$ cat config.mk
export PLATFORM = sky130hd
export DESIGN_NAME = sssq_top
export DESIGN_NICKNAME = d
export VERILOG_FILES = /design/src/core/sssq_pkg.sv /design/src/core/sssq_top.sv
export SDC_FILE = /design/constraint.sdc
export NUM_CORES = 1
export LEC_CHECK = 0
export BUFFER_PORTS_ARGS = -buffer_cell sky130_fd_sc_hd__buf_2
export CAP_MARGIN = 20
export CORE_UTILIZATION = 54
export DETAILED_ROUTE_END_ITERATION = 10
export PLACE_DENSITY = 0.75
export SLEW_MARGIN = 15
export SYNTH_ARGS = -nofsm -noshare
export SYNTH_HDL_FRONTEND = slang
export SYNTH_SLANG_ARGS = --single-unit
$ cat constraint.sdc
create_clock -name CLK -period 2.05 [get_ports CLK]
set_clock_uncertainty 0.15 [all_clocks]
set_input_delay 0.41 -clock CLK [delete_from_list [all_inputs] [get_ports CLK]]
set_output_delay 0.41 -clock CLK [all_outputs]
set_load 0.01 [all_outputs]
$ cat src/core/sssq_pkg.sv
// Constants, modes and states of the standby/sleep sequencer.
// Assumes a single 20 MHz clock; all users write sssq_pkg::name.
package sssq_pkg;
  localparam int CLK_HZ = 20000000;
  localparam int STANDBY_MS = 250;
  // Whole cycles in the standby timeout
  localparam int STANDBY_CYC = CLK_HZ / 1000 * STANDBY_MS;
  localparam logic [22:0] TIMER_ZERO = 23'h000000;
  localparam logic [1:0] MODE_SLEEP = 2'h0;
  localparam logic [2:0] SYNC_RST = 3'h0;

  typedef enum logic [3:0] {
    ST_SLEEP = 4'h1,
    ST_STANDBY = 4'h2,
    ST_ACTIVE = 4'h4,
    ST_GOSLEEP = 4'h8
  } sssq_state_t;
endpackage

$ cat src/core/sssq_top.sv
// Standby/sleep sequencer with regulator inhibit control and pin conditioning.
// Assumes mode, wake-up and supply/ground monitors arrive asynchronously.
`timescale 1ns/1ns
module sssq_top #(
  parameter int TIMEOUT_CYC = sssq_pkg::STANDBY_CYC
) (
  // Clock, reset, enable
  input wire logic CLK,
  input wire logic SYS_RST,
  input wire logic CLK_EN,
  // Host pins
  input wire logic MODE_SELECT_0,
  input wire logic MODE_SELECT_1,
  input wire logic TXD,
  output logic RXD_O,
  output logic RXD_OE_N,
  // Analog front-end status
  input wire logic HIGH_VOLTAGE_WAKEUP,
  input wire logic BUS_DOMINANT_SENSE,
  input wire logic UNDERVOLTAGE,
  input wire logic LOSS_OF_GROUND,
  // Actuators and sleep status
  output logic REGULATOR_INHIBIT_OUT,
  output logic BUS_LINE_DRIVE,
  output logic LOAD_GND_EN,
  output logic SLEEP_STATUS
);
  typedef struct packed {
    logic [2:0] s_m0;
    logic [2:0] s_m1;
    logic [2:0] s_wu;
    logic [2:0] s_uv;
    logic [2:0] s_lg;
    logic [2:0] s_bus;
    logic [2:0] s_tx;
    logic m0, m1, wu, uv, lg, bus;
    logic tx;
    logic started;
    sssq_pkg::sssq_state_t state;
    logic [22:0] timer;
    logic wake_irq;
    logic regulator_inhibit_out, drive, load_en, rxd_lo;
  } sssq_reg_t;

  sssq_reg_t r;
  sssq_reg_t next_r;
  logic [1:0] mode;
  logic active_sel;

  // Three-stage sync; a change counts once stages two and three agree
  function automatic logic filt(input logic [2:0] s, input logic cur);
    filt = (s[1] == s[2]) ? s[2] : cur;
  endfunction

  assign mode = {r.m1, r.m0};
  // Undriven pins read 0,0 which is sleep
  assign active_sel = (mode != sssq_pkg::MODE_SLEEP);

  // Next-state logic
  always_comb begin
    next_r = r;
    next_r.s_m0 = {r.s_m0[1:0], MODE_SELECT_0};
    next_r.s_m1 = {r.s_m1[1:0], MODE_SELECT_1};
    next_r.s_wu = {r.s_wu[1:0], HIGH_VOLTAGE_WAKEUP};
    next_r.s_uv = {r.s_uv[1:0], UNDERVOLTAGE};
    next_r.s_lg = {r.s_lg[1:0], LOSS_OF_GROUND};
    next_r.s_bus = {r.s_bus[1:0], BUS_DOMINANT_SENSE};
    next_r.m0 = filt(r.s_m0, r.m0);
    next_r.m1 = filt(r.s_m1, r.m1);
    next_r.wu = filt(r.s_wu, r.wu);
    next_r.uv = filt(r.s_uv, r.uv);
    next_r.lg = filt(r.s_lg, r.lg);
    next_r.bus = filt(r.s_bus, r.bus);
    // Transmit pin is asynchronous too; filtered like the others
    next_r.s_tx = {r.s_tx[1:0], TXD};
    next_r.tx = filt(r.s_tx, r.tx);
    next_r.started = 1'b1;
    if (r.timer != sssq_pkg::TIMER_ZERO) begin
      next_r.timer = r.timer - 23'h000001; // Internal timebase
    end
    case (r.state)
      sssq_pkg::ST_SLEEP: begin
        if (!r.started) begin
          // Power-on: go to standby with full preset
          next_r.state = sssq_pkg::ST_STANDBY;
          next_r.timer = TIMEOUT_CYC[22:0];
        end else if (r.wu) begin
          next_r.state = sssq_pkg::ST_STANDBY;
          next_r.timer = TIMEOUT_CYC[22:0];
          next_r.wake_irq = 1'b1;
        end else if (active_sel) begin
          next_r.state = sssq_pkg::ST_ACTIVE;
        end
      end
      sssq_pkg::ST_STANDBY: begin
        if (active_sel) begin
          next_r.state = sssq_pkg::ST_ACTIVE; // Timer keeps counting down, unused
          next_r.wake_irq = 1'b0;
        end else if (r.wu) begin
          next_r.timer = TIMEOUT_CYC[22:0]; // Reload every cycle while wake-up is present
        end else if (r.timer == sssq_pkg::TIMER_ZERO) begin
          next_r.state = sssq_pkg::ST_SLEEP;
          next_r.wake_irq = 1'b0;
        end
      end
      sssq_pkg::ST_ACTIVE: begin
        if (!active_sel) begin
          next_r.state = sssq_pkg::ST_GOSLEEP; // Delayed release
          next_r.timer = TIMEOUT_CYC[22:0];
        end
      end
      sssq_pkg::ST_GOSLEEP: begin
        if (active_sel) begin
          next_r.state = sssq_pkg::ST_ACTIVE;
        end else if (r.wu) begin
          next_r.timer = TIMEOUT_CYC[22:0]; // Wake-up present holds inhibit
        end else if (r.timer == sssq_pkg::TIMER_ZERO) begin
          next_r.state = sssq_pkg::ST_SLEEP;
        end
      end
      default: begin
        next_r.state = sssq_pkg::ST_SLEEP;
      end
    endcase
    // Inhibit high in every state except sleep
    next_r.regulator_inhibit_out = (next_r.state != sssq_pkg::ST_SLEEP) || !next_r.started;
    // No dominant drive in sleep or undervoltage; ground loss alone keeps it
    next_r.drive = !r.tx && !r.uv && (r.state != sssq_pkg::ST_SLEEP);
    next_r.load_en = !r.lg;
    // Receive: bus data in active only, interrupt low after wake-up
    next_r.rxd_lo = !r.uv && ((r.state == sssq_pkg::ST_STANDBY && r.wake_irq)
                    || (r.state == sssq_pkg::ST_ACTIVE && r.bus));
  end

  // State register; clock enable freezes everything but reset
  always_ff @(posedge CLK) begin
    if (SYS_RST) begin
      r <= '0;
      r.state <= sssq_pkg::ST_SLEEP;
      r.s_m0 <= sssq_pkg::SYNC_RST;
      r.load_en <= 1'b1;
      // Transmit sync starts recessive, so no dominant pulse follows reset
      r.s_tx <= 3'h7;
      r.tx <= 1'b1;
    end else if (CLK_EN) begin
      r <= next_r;
    end
  end

  // Open-drain receive: enable is low while driving low
  assign RXD_O = 1'b0;
  assign RXD_OE_N = !r.rxd_lo;
  assign REGULATOR_INHIBIT_OUT = r.regulator_inhibit_out;
  assign BUS_LINE_DRIVE = r.drive;
  assign LOAD_GND_EN = r.load_en;
  assign SLEEP_STATUS = (r.state == sssq_pkg::ST_SLEEP);
endmodule

# Yosys cells after proc, flatten, opt, wreduce, memory -nomap -nowiden
# Cells that the tools add are included.
# totals
regBits	61
input_bits	10
out_inout_bits	6
word_cells	81
# classes
reduce_logical	23
muxes	18
n_eq_ne	17
n_addsub	1
# ops
op	count
23-bit 2-to-1 mux	3
23-bit case mux with 3 select lines	1
27-bit 2-to-1 mux	2
24-bit 2-to-1 mux	1
23-bit logical NOT	1
23-bit nonzero test	1
23-bit by 1-bit subtractor with 23-bit output, second input constant	1
4-bit 2-to-1 mux	5
2-bit AND reduction	7
4-bit case mux with 3 select lines	1
4-bit by 1-bit inequality test with 1-bit output, second input constant	2
1-bit == test	7
3-bit inequality test, second input constant	2
6-bit AND reduction	1
1-bit logical AND	5
4-bit by 1-bit == test with 1-bit output, second input constant	1
4-bit by 2-bit == test with 1-bit output, second input constant	1
4-bit by 3-bit == test with 1-bit output, second input constant	1
4-bit == test, second input constant	1
1-bit logical NOT	4
1-bit 2-to-1 mux	4
2-bit by 1-bit inequality test with 1-bit output, second input constant	2
2-bit nonzero test	2
1-bit case mux with 2 select lines	1
2 further kinds	2

# Longest topological paths before layout
# Gate-level depths: netlist of run 1.
# logic_depth
word_depth	6
depth_mapped	8
depth_no_buf	7

# Least setup slack after synthesis of run 1
# No wires, ideal clock.
# synth_timing
path_kind	reg2reg
startpoint	register r[9] (netlist bit)
endpoint	register r, in the netlist REGULATOR_INHIBIT_OUT
path_slack_ns	-0.185
path_buffers	3
arrival_ns	1.942
stages_incl_launch_ff	9
synth_period_minus_slack_ns	2.235
cell_sequence	dfxtp_1 > buf_2 > or3_1 > or3_1 > buf_2 > or2_1 > buf_6 > o31ai_4 > a221oi_1
# synth_via
elab_chain_cells	6
# synth_lines
element	line	source
from (decl)	sssq_top.sv:45	sssq_reg_t r;
from (signal assigned)	sssq_top.sv:146	r <= next_r;
23-bit logical NOT	sssq_top.sv:101, sssq_top.sv:117	
4-bit 2-to-1 mux	sssq_top.sv:101, sssq_top.sv:117	
4-bit 2-to-1 mux	sssq_top.sv:115	end else if (r.wu) begin
4-bit 2-to-1 mux	sssq_top.sv:113	if (active_sel) begin
4-bit case mux with 3 select lines	sssq_top.sv:81	case (r.state)
4-bit by 1-bit inequality test with 1-bit output	sssq_top.sv:126	next_r.regulator_inhibit_out = (next_r.state != sssq_pkg::ST_SLEEP) || !next_r.started;
# Every way passes these cells.
# A chain may end at the register's enable or synchronous reset.

# Worst setup path after layout of run 1
# layout_timing
startpoint	register r[6] (netlist bit)
endpoint	register r[26] (netlist bit)
# layout_via
elab_chain_cells	5
word_cells_on_any_way	9
# layout_lines
element	line	source
23-bit by 1-bit subtractor with 23-bit output / 23-bit nonzero test (equally long branches)	sssq_top.sv:79, sssq_top.sv:78	
23-bit 2-to-1 mux *	sssq_top.sv:78	if (r.timer != sssq_pkg::TIMER_ZERO) begin
23-bit 2-to-1 mux / 24-bit 2-to-1 mux (equally long branches)	sssq_top.sv:99, sssq_top.sv:115, sssq_top.sv:87	
23-bit 2-to-1 mux / 27-bit 2-to-1 mux (equally long branches)	sssq_top.sv:113, sssq_top.sv:83	
23-bit case mux with 3 select lines *	sssq_top.sv:81	
# Every way passes the cells marked *; elsewhere a longest branch is shown, timed or not. The select of a mux whose other input is x is not followed.

==> results of run 1 <==
## power breakdown
part | switching [mW] | leakage [nW] | internal (mW) | total (mW)
sequential | 0.0745 | 0.501 | 1.29 | 1.36
clock | 0.463 | 0.105 | 0.709 | 1.17
combinational | 0.638 | 0.964 | 0.667 | 1.30
## per-stage QoR
stage	cell area [um^2]	hold WS, ns
finish	3802	0.1160
global route	3802	0.1165
CTS	3641	0.1160
detailed placement	3367	0.3153
global placement	3367	0.2970
floorplan	2933	0.2857
## cell usage in the layout, fill, tap and decap left out, types with 4 or more instances in the layout
| master | n |
|---|---|
| a211o_1 | 4 |
| a21o_1 | 8 |
| a21oi_1 | 23 |
| buf_2 | 14 |
| buf_4 | 55 |
| clkbuf_8 | 10 |
| dfxtp_1 | 53 |
| dfxtp_2 | 8 |
| inv_1 | 7 |
| mux2i_1 | 19 |
| nand2_1 | 17 |
| nand3_1 | 5 |
| nor2_1 | 43 |
| nor2b_1 | 4 |
| nor3_1 | 5 |
| nor4_1 | 6 |
| o21ai_0 | 15 |
| o31ai_1 | 4 |
| or2_2 | 4 |
| or3_1 | 4 |
| or3_4 | 4 |
| or4_4 | 4 |
| xnor2_1 | 4 |
| xor2_1 | 7 |
## path summary, 6_finish.rpt
| check | depth (start not counted) | to | from | slack (ns) |
|---|---|---|---|---|
| setup / recovery | 5 | r[26]$_SDFFE_PP0P_ | r[6]$_SDFFE_PP0P_ | -0.16 |
| hold / removal | 2 | next_r[41]$_SDFFE_PP1P_ | TXD | 0.12 |
| setup reg to reg | 5 | r[26]$_SDFFE_PP0P_ | r[6]$_SDFFE_PP0P_ | -0.16 |
| hold reg to reg | 2 | r[34]$_SDFFE_PP0P_ | next_r[45]$_SDFFE_PP0P_ | 0.32 |
## area by class of cell
| cell class | count | area [um^2] |
|---|---|---|
| inverters | 8 | 30.03 |
| clock inverters | 4 | 72.57 |
| flip-flops and latches | 61 | 1231 |
| multi-input cells | 241 | 1694 |
| clock buffers | 11 | 141.4 |
| well taps | 70 | 87.58 |
| fillers | 385 | 1338 |
| repair buffers | 73 | 545.5 |
## routing by layer
metal / track usage / part of all wire / routed length (um) / up-vias
met3: 0.08598 / 0.046 / 334 / 15
met2: 0.4544 / 0.52 / 3743 / 77
met5: 0 / 0 / 0 / -
met4: 0.1132 / 0.017 / 125 / 0
met1: 0.2949 / 0.42 / 3041 / 1315
li1: - / - / - / 1324
## critical path, stage by stage, from the launching register on
cell,delay (ns)
dfxtp_2,0.34
or4_4,0.57
nor4_4,0.20
nand4_1,0.19
or4b_1,0.56
a21oi_1,0.13
## logic make-up (layout without fill, tap and decap cells)
kind of cell,count (synthesis),after routing
other cells,1,1
compound gates,83,83
buf+inv,31,96
mux,19,19
fa+ha+maj,2,2
flops,61,61
simple gates,125,125
xor+xnor,11,11
## cell usage after synthesis, types with 3 or more instances
cell type  instances
a211o_1            4
a211oi_1           3
a21o_1             8
a21oi_1           26
a311oi_1           3
buf_1              4
buf_2              3
clkbuf_1          14
dfxtp_1           61
inv_1              8
mux2i_1           19
nand2_1           17
nand2b_1           3
nand3_1            6
nand3b_1           3
nor2_1            44
nor2b_1            4
nor3_1             5
nor4_1             6
nor4b_1            4
o211ai_1           3
o21ai_0           17
o31ai_1            4
o41ai_1            3
or2_2              5
or3_1              7
or4_1              6
xnor2_1            4
xor2_1             7
## flip-flops by register name, summed over array words and instances (netlist names)
register               cells
r                         42
BUS_LINE_DRIVE             1
mode                       2
LOAD_GND_EN                1
next_r                    14
REGULATOR_INHIBIT_OUT      1
## repair_timing
action                     4_1_cts  5_1_grt
cloned                           0        1
setup endpoints to repair       20       28
buffers inserted                 3        3
pin swaps                        6       11
gates resized for setup         11       28
==> run_results.csv, run 1 <==
group,metric,value,unit
outcome,status,"finished with violations",
outcome,failed_checks,"negative setup slack",
timing,final.setup.worst_slack,-0.1595,ns
critical_path,start_kind,"register",
yosys,ys_types,55,
timing,final-max-slew-violation-count,0,
global_routing,grt-ovfl-total,0,
finish,syn2layout_area_growth,30.82,%
yosys,yosys.area.top_type,"dfxtp_1",
floorplan,rows,26,
global_routing,grt_usage,0.2620,
finish,drive_gt1_frac,0.3216,
critical_path,cp.required,2.18,ns
detailed_routing,viasPerCell,5.835,
yosys,synth_xor_area_frac,0.03315,
hold_path,hp-class,"input port to register",
critical_path,worstSetupEndpointType,"register",
global_routing,grt_max_degree,28,
clock_tree,clk_latency,0.35,ns
detailed_routing,antenna_left,0,
timing,rsz0062_at_grt,"true",
yosys,ys_async_sr_fraction,0,
finish,utilization,0.7398,
detailed_routing,vias,2731,
yosys,synth_top_family_by_area,"simple AND/OR/NAND/NOR gates",
place,hpwl,4623,um
clock_tree,htreeDepth,3,
detailed_routing,drc,0,
place,gp_congestion,0.8943,
yosys,synthesis.area,2907,um^2
finish,fin_nets,406,
yosys,synthMuxAreaShare,0.06543,
clock_tree,cts-root-buf,"clkbuf_8",
timing,timing.final.crit_share,1.078,
floorplan,die_area,5680,um^2
global_routing,grt_pass1_vias,2487,
power_and_ir_drop,power_density,1010,nW/um^2
timing,setup_viol,16,
power_and_ir_drop,ir_worst_vdd,0.6351,mV
yosys,synth_top_flop_cell,"dfxtp_1",
floorplan,fp.coreArea,5140,um^2
clock_tree,cts_buffers,9,
clock_tree,cts_buffer_depth,2,
yosys,ys_seq_elements,61,
power_and_ir_drop,p_leak,1.570,nW
detailed_routing,firstDrtPassIters,7,
yosys,synthAdderAreaFrac,0.008610,
place,portBuffers,14,
floorplan,chipWidth,75.37,um
place,dp.cells,446,
critical_path,cp_max_fo,4,
timing,finalHoldViolCount,0,
timing,fmax,452.6,MHz
place,dp_slack,-0.1744,ns
yosys,yosys.area_share.simple,0.2393,
yosys,seq_area_frac_synth,0.4201,
yosys,yosysWarnings,0,
flow_run,max_cap_viol_count,0,
finish,diodes,0,
timing,period_minus_slack,2.210,ns
detailed_routing,routed_wirelength,7244,um
critical_path,worstSetupPathType,"register to register",
clock_tree,clkSinkCount,61,
floorplan,die_y,75.37,um
yosys,synth_fp_nets,345,
yosys,synth_area_per_cell,8.728,um^2
global_routing,grt_pass1_wl,11020,um
global_routing,antenna_found_initial,0,
critical_path,cp.arrival,2.34,ns
detailed_routing,drt_iter0_drc,212,
yosys,synth-compound-area-share,0.1868,
finish,stdcell_count,468,
yosys,synthCells,333,
clock_tree,path_clk_slew,0.07,ns
clock_tree,cts_tree,"yes",
floorplan,ioPinCount,16,
detailed_routing,routedWlPerCell,15.48,um
yosys,synth_edf_count,0,
yosys,synth_top_area_share,0.4201,
clock_tree,cts_hold_buf,0,
power_and_ir_drop,power,3.839,mW
yosys,ys_top_cells_by_area,"dfxtp_1 (42%), mux2i_1 (6.5%), nor2_1 (5.7%), a21oi_1 (4.5%), o21ai_0 (2.9%)",
floorplan,start_util,0.5655,
timing,fin_setup_tns,-0.8786,ns
Power figures use the tool's default switching activity.
==> run 2, diff against run 1 <==
--- a/config.mk
+++ b/config.mk
@@ -7,9 +7,8 @@
 export LEC_CHECK = 0
 export BUFFER_PORTS_ARGS = -buffer_cell sky130_fd_sc_hd__buf_2
 export CAP_MARGIN = 20
-export CORE_UTILIZATION = 54
+export CORE_UTILIZATION = 32
 export DETAILED_ROUTE_END_ITERATION = 10
-export PLACE_DENSITY = 0.75
 export SLEW_MARGIN = 15
 export SYNTH_ARGS = -nofsm -noshare
 export SYNTH_HDL_FRONTEND = slang
==> run_results.csv, run 2 (synthesis gave the netlist of run 1 again) <==
group,metric,value,unit
finish,design_area,3901,um^2
floorplan,chipWidth,97.31,um
finish,fillers,872,
outcome,failed_checks,"negative setup slack",
floorplan,fp.coreArea,8763,um^2
detailed_routing,vias,2622,
finish,drive_gt1_frac,0.3208,
critical_path,cp.arrival,2.27,ns
place,hpwl,4727,um
critical_path,worstSetupPathType,"register to register",
timing,fmax,463.7,MHz
detailed_routing,viasPerCell,5.172,
power_and_ir_drop,p_leak,1.593,nW
finish,layout_common_cells,"dfxtp_1 (55), buf_4 (54), nor2_1 (43), a21oi_1 (24), mux2i_1 (19)",
floorplan,die_area,9468,um^2
timing,finalHoldViolCount,0,
timing,maxSlewHeadroom,0.6637,
timing,final.setup.worst_slack,-0.1064,ns
floorplan,start_util,0.3317,
clock_tree,cts_hold_buf,0,
global_routing,grt-ovfl-total,0,
clock_tree,clkSinkCount,61,
timing,timing.final.crit_share,1.052,
clock_tree,cts-root-buf,"clkbuf_8",
clock_tree,cts_tree,"yes",
power_and_ir_drop,ir_worst_vdd,0.6478,mV
timing,rsz0062_at_grt,"true",
global_routing,grt_usage,0.1500,
finish,regMostFlops,"r",
place,postPlaceCellArea,3440,um^2
finish,final_common_cell,"dfxtp_1",
clock_tree,htreeDepth,3,
clock_tree,path_clk_slew,0.07,ns
finish,largest_reg_flops,42,
critical_path,cp.required,2.16,ns
power_and_ir_drop,power,3.803,mW
flow_run,max_cap_viol_count,0,
detailed_routing,drc,0,
clock_tree,clk_latency,0.33,ns
detailed_routing,drt_iter0_drc,123,
place,portBuffers,14,
detailed_routing,routedWlPerCell,13.78,um
detailed_routing,antenna_left,0,
global_routing,grt_pass1_wl,11500,um
finish,diodes,0,
hold_path,hp-class,"input port to register",
timing,final-max-slew-violation-count,0,
finish,syn2layout_area_growth,34.22,%
global_routing,grt_pass1_vias,2540,
detailed_routing,firstDrtPassIters,4,
critical_path,start_kind,"register",
global_routing,antenna_found_initial,0,
floorplan,rows,34,
power_and_ir_drop,power_density,974.8,nW/um^2
place,gp_congestion,0.8640,
global_routing,grt_max_degree,40,
detailed_routing,routed_wirelength,6984,um
critical_path,cp_max_fo,6,
timing,setup_viol,9,
finish,utilization,0.4452,
outcome,status,"finished with violations",
clock_tree,cts_buffers,9,
timing,period_minus_slack,2.156,ns
floorplan,die_y,97.31,um
finish,fin_nets,407,
critical_path,worstSetupEndpointType,"register",
floorplan,ioPinCount,16,
timing,worstMarginPinSlew,0.4975,ns
clock_tree,cts_buffer_depth,2,
==> run 2: changes by cell type in the layout (fill, tap and decap cells not counted), sizes merged <==
cell,delta
buf,+1
==> run 2: path summary, 6_finish.rpt <==
| check | from | end | slack (ns) | depth (start not counted) |
|---|---|---|---|---|
| max | r[6]$_SDFFE_PP0P_ | r[20]$_SDFFE_PP0P_ | -0.11 | 6 |
| min | TXD | next_r[41]$_SDFFE_PP1P_ | 0.13 | 2 |
| max reg2reg | r[6]$_SDFFE_PP0P_ | r[20]$_SDFFE_PP0P_ | -0.11 | 6 |
| min reg2reg | r[60]$_SDFFE_PP0P_ | mode[0]$_SDFFE_PP0P_ | 0.31 | 2 |
==> run 2: timing repair <==
action	4_1_cts	5_1_grt
gates resized for setup	13	29
pin swaps	6	13
setup buffers	1	6
setup endpoints to repair	19	25
hold endpoints to repair	0	0
gates cloned	0	1
==> run 2: final cells by class <==
class | instances | area (um^2) | share of cell area
inverters | 8 | 32.53 | 0.008339
clock buffers | 11 | 141.4 | 0.03624
clock inverters | 4 | 72.57 | 0.01860
well taps | 108 | 135.1 | 0.03464
flip-flops and latches | 61 | 1229 | 0.3149
multi-input cells | 241 | 1713 | 0.4391
repair buffers | 74 | 578.1 | 0.1482
==> run 2: power by group <==
group	switching (mW)	internal, mW
Sequential	0.0651	1.29
Combinational	0.609	0.668
Clock	0.466	0.710
==> run 2: stage by stage <==
step	hold slack (ns)	setup TNS, ns	worst slack (ns)	cells
after floorplan	0.2857	-1.170	-0.1663	333
after global placement	0.2994	-1.282	-0.1404	484
after detailed placement	0.3012	-2.011	-0.1591	484
after CTS	0.1163	-0.4730	-0.1646	500
after global routing	0.1266	-1.656	-0.2119	507
final	0.1305	-0.4810	-0.1064	507
==> run 2: routing by layer <==
layer / track usage / part of all wire
met1: 0.1836 / 0.47
met2: 0.2497 / 0.49
met3: 0.04676 / 0.035
met4: 0.04977 / 0.010
met5: 0 / 0
==> run 2: worst max-delay path: stages, from the launching register on <==
cell and delay, ns:
dfxtp_2 0.33, or4_4 0.56, nor4_4 0.20, buf_4 0.18, o21ai_4 0.07, or4_1 0.48, a21oi_1 0.13
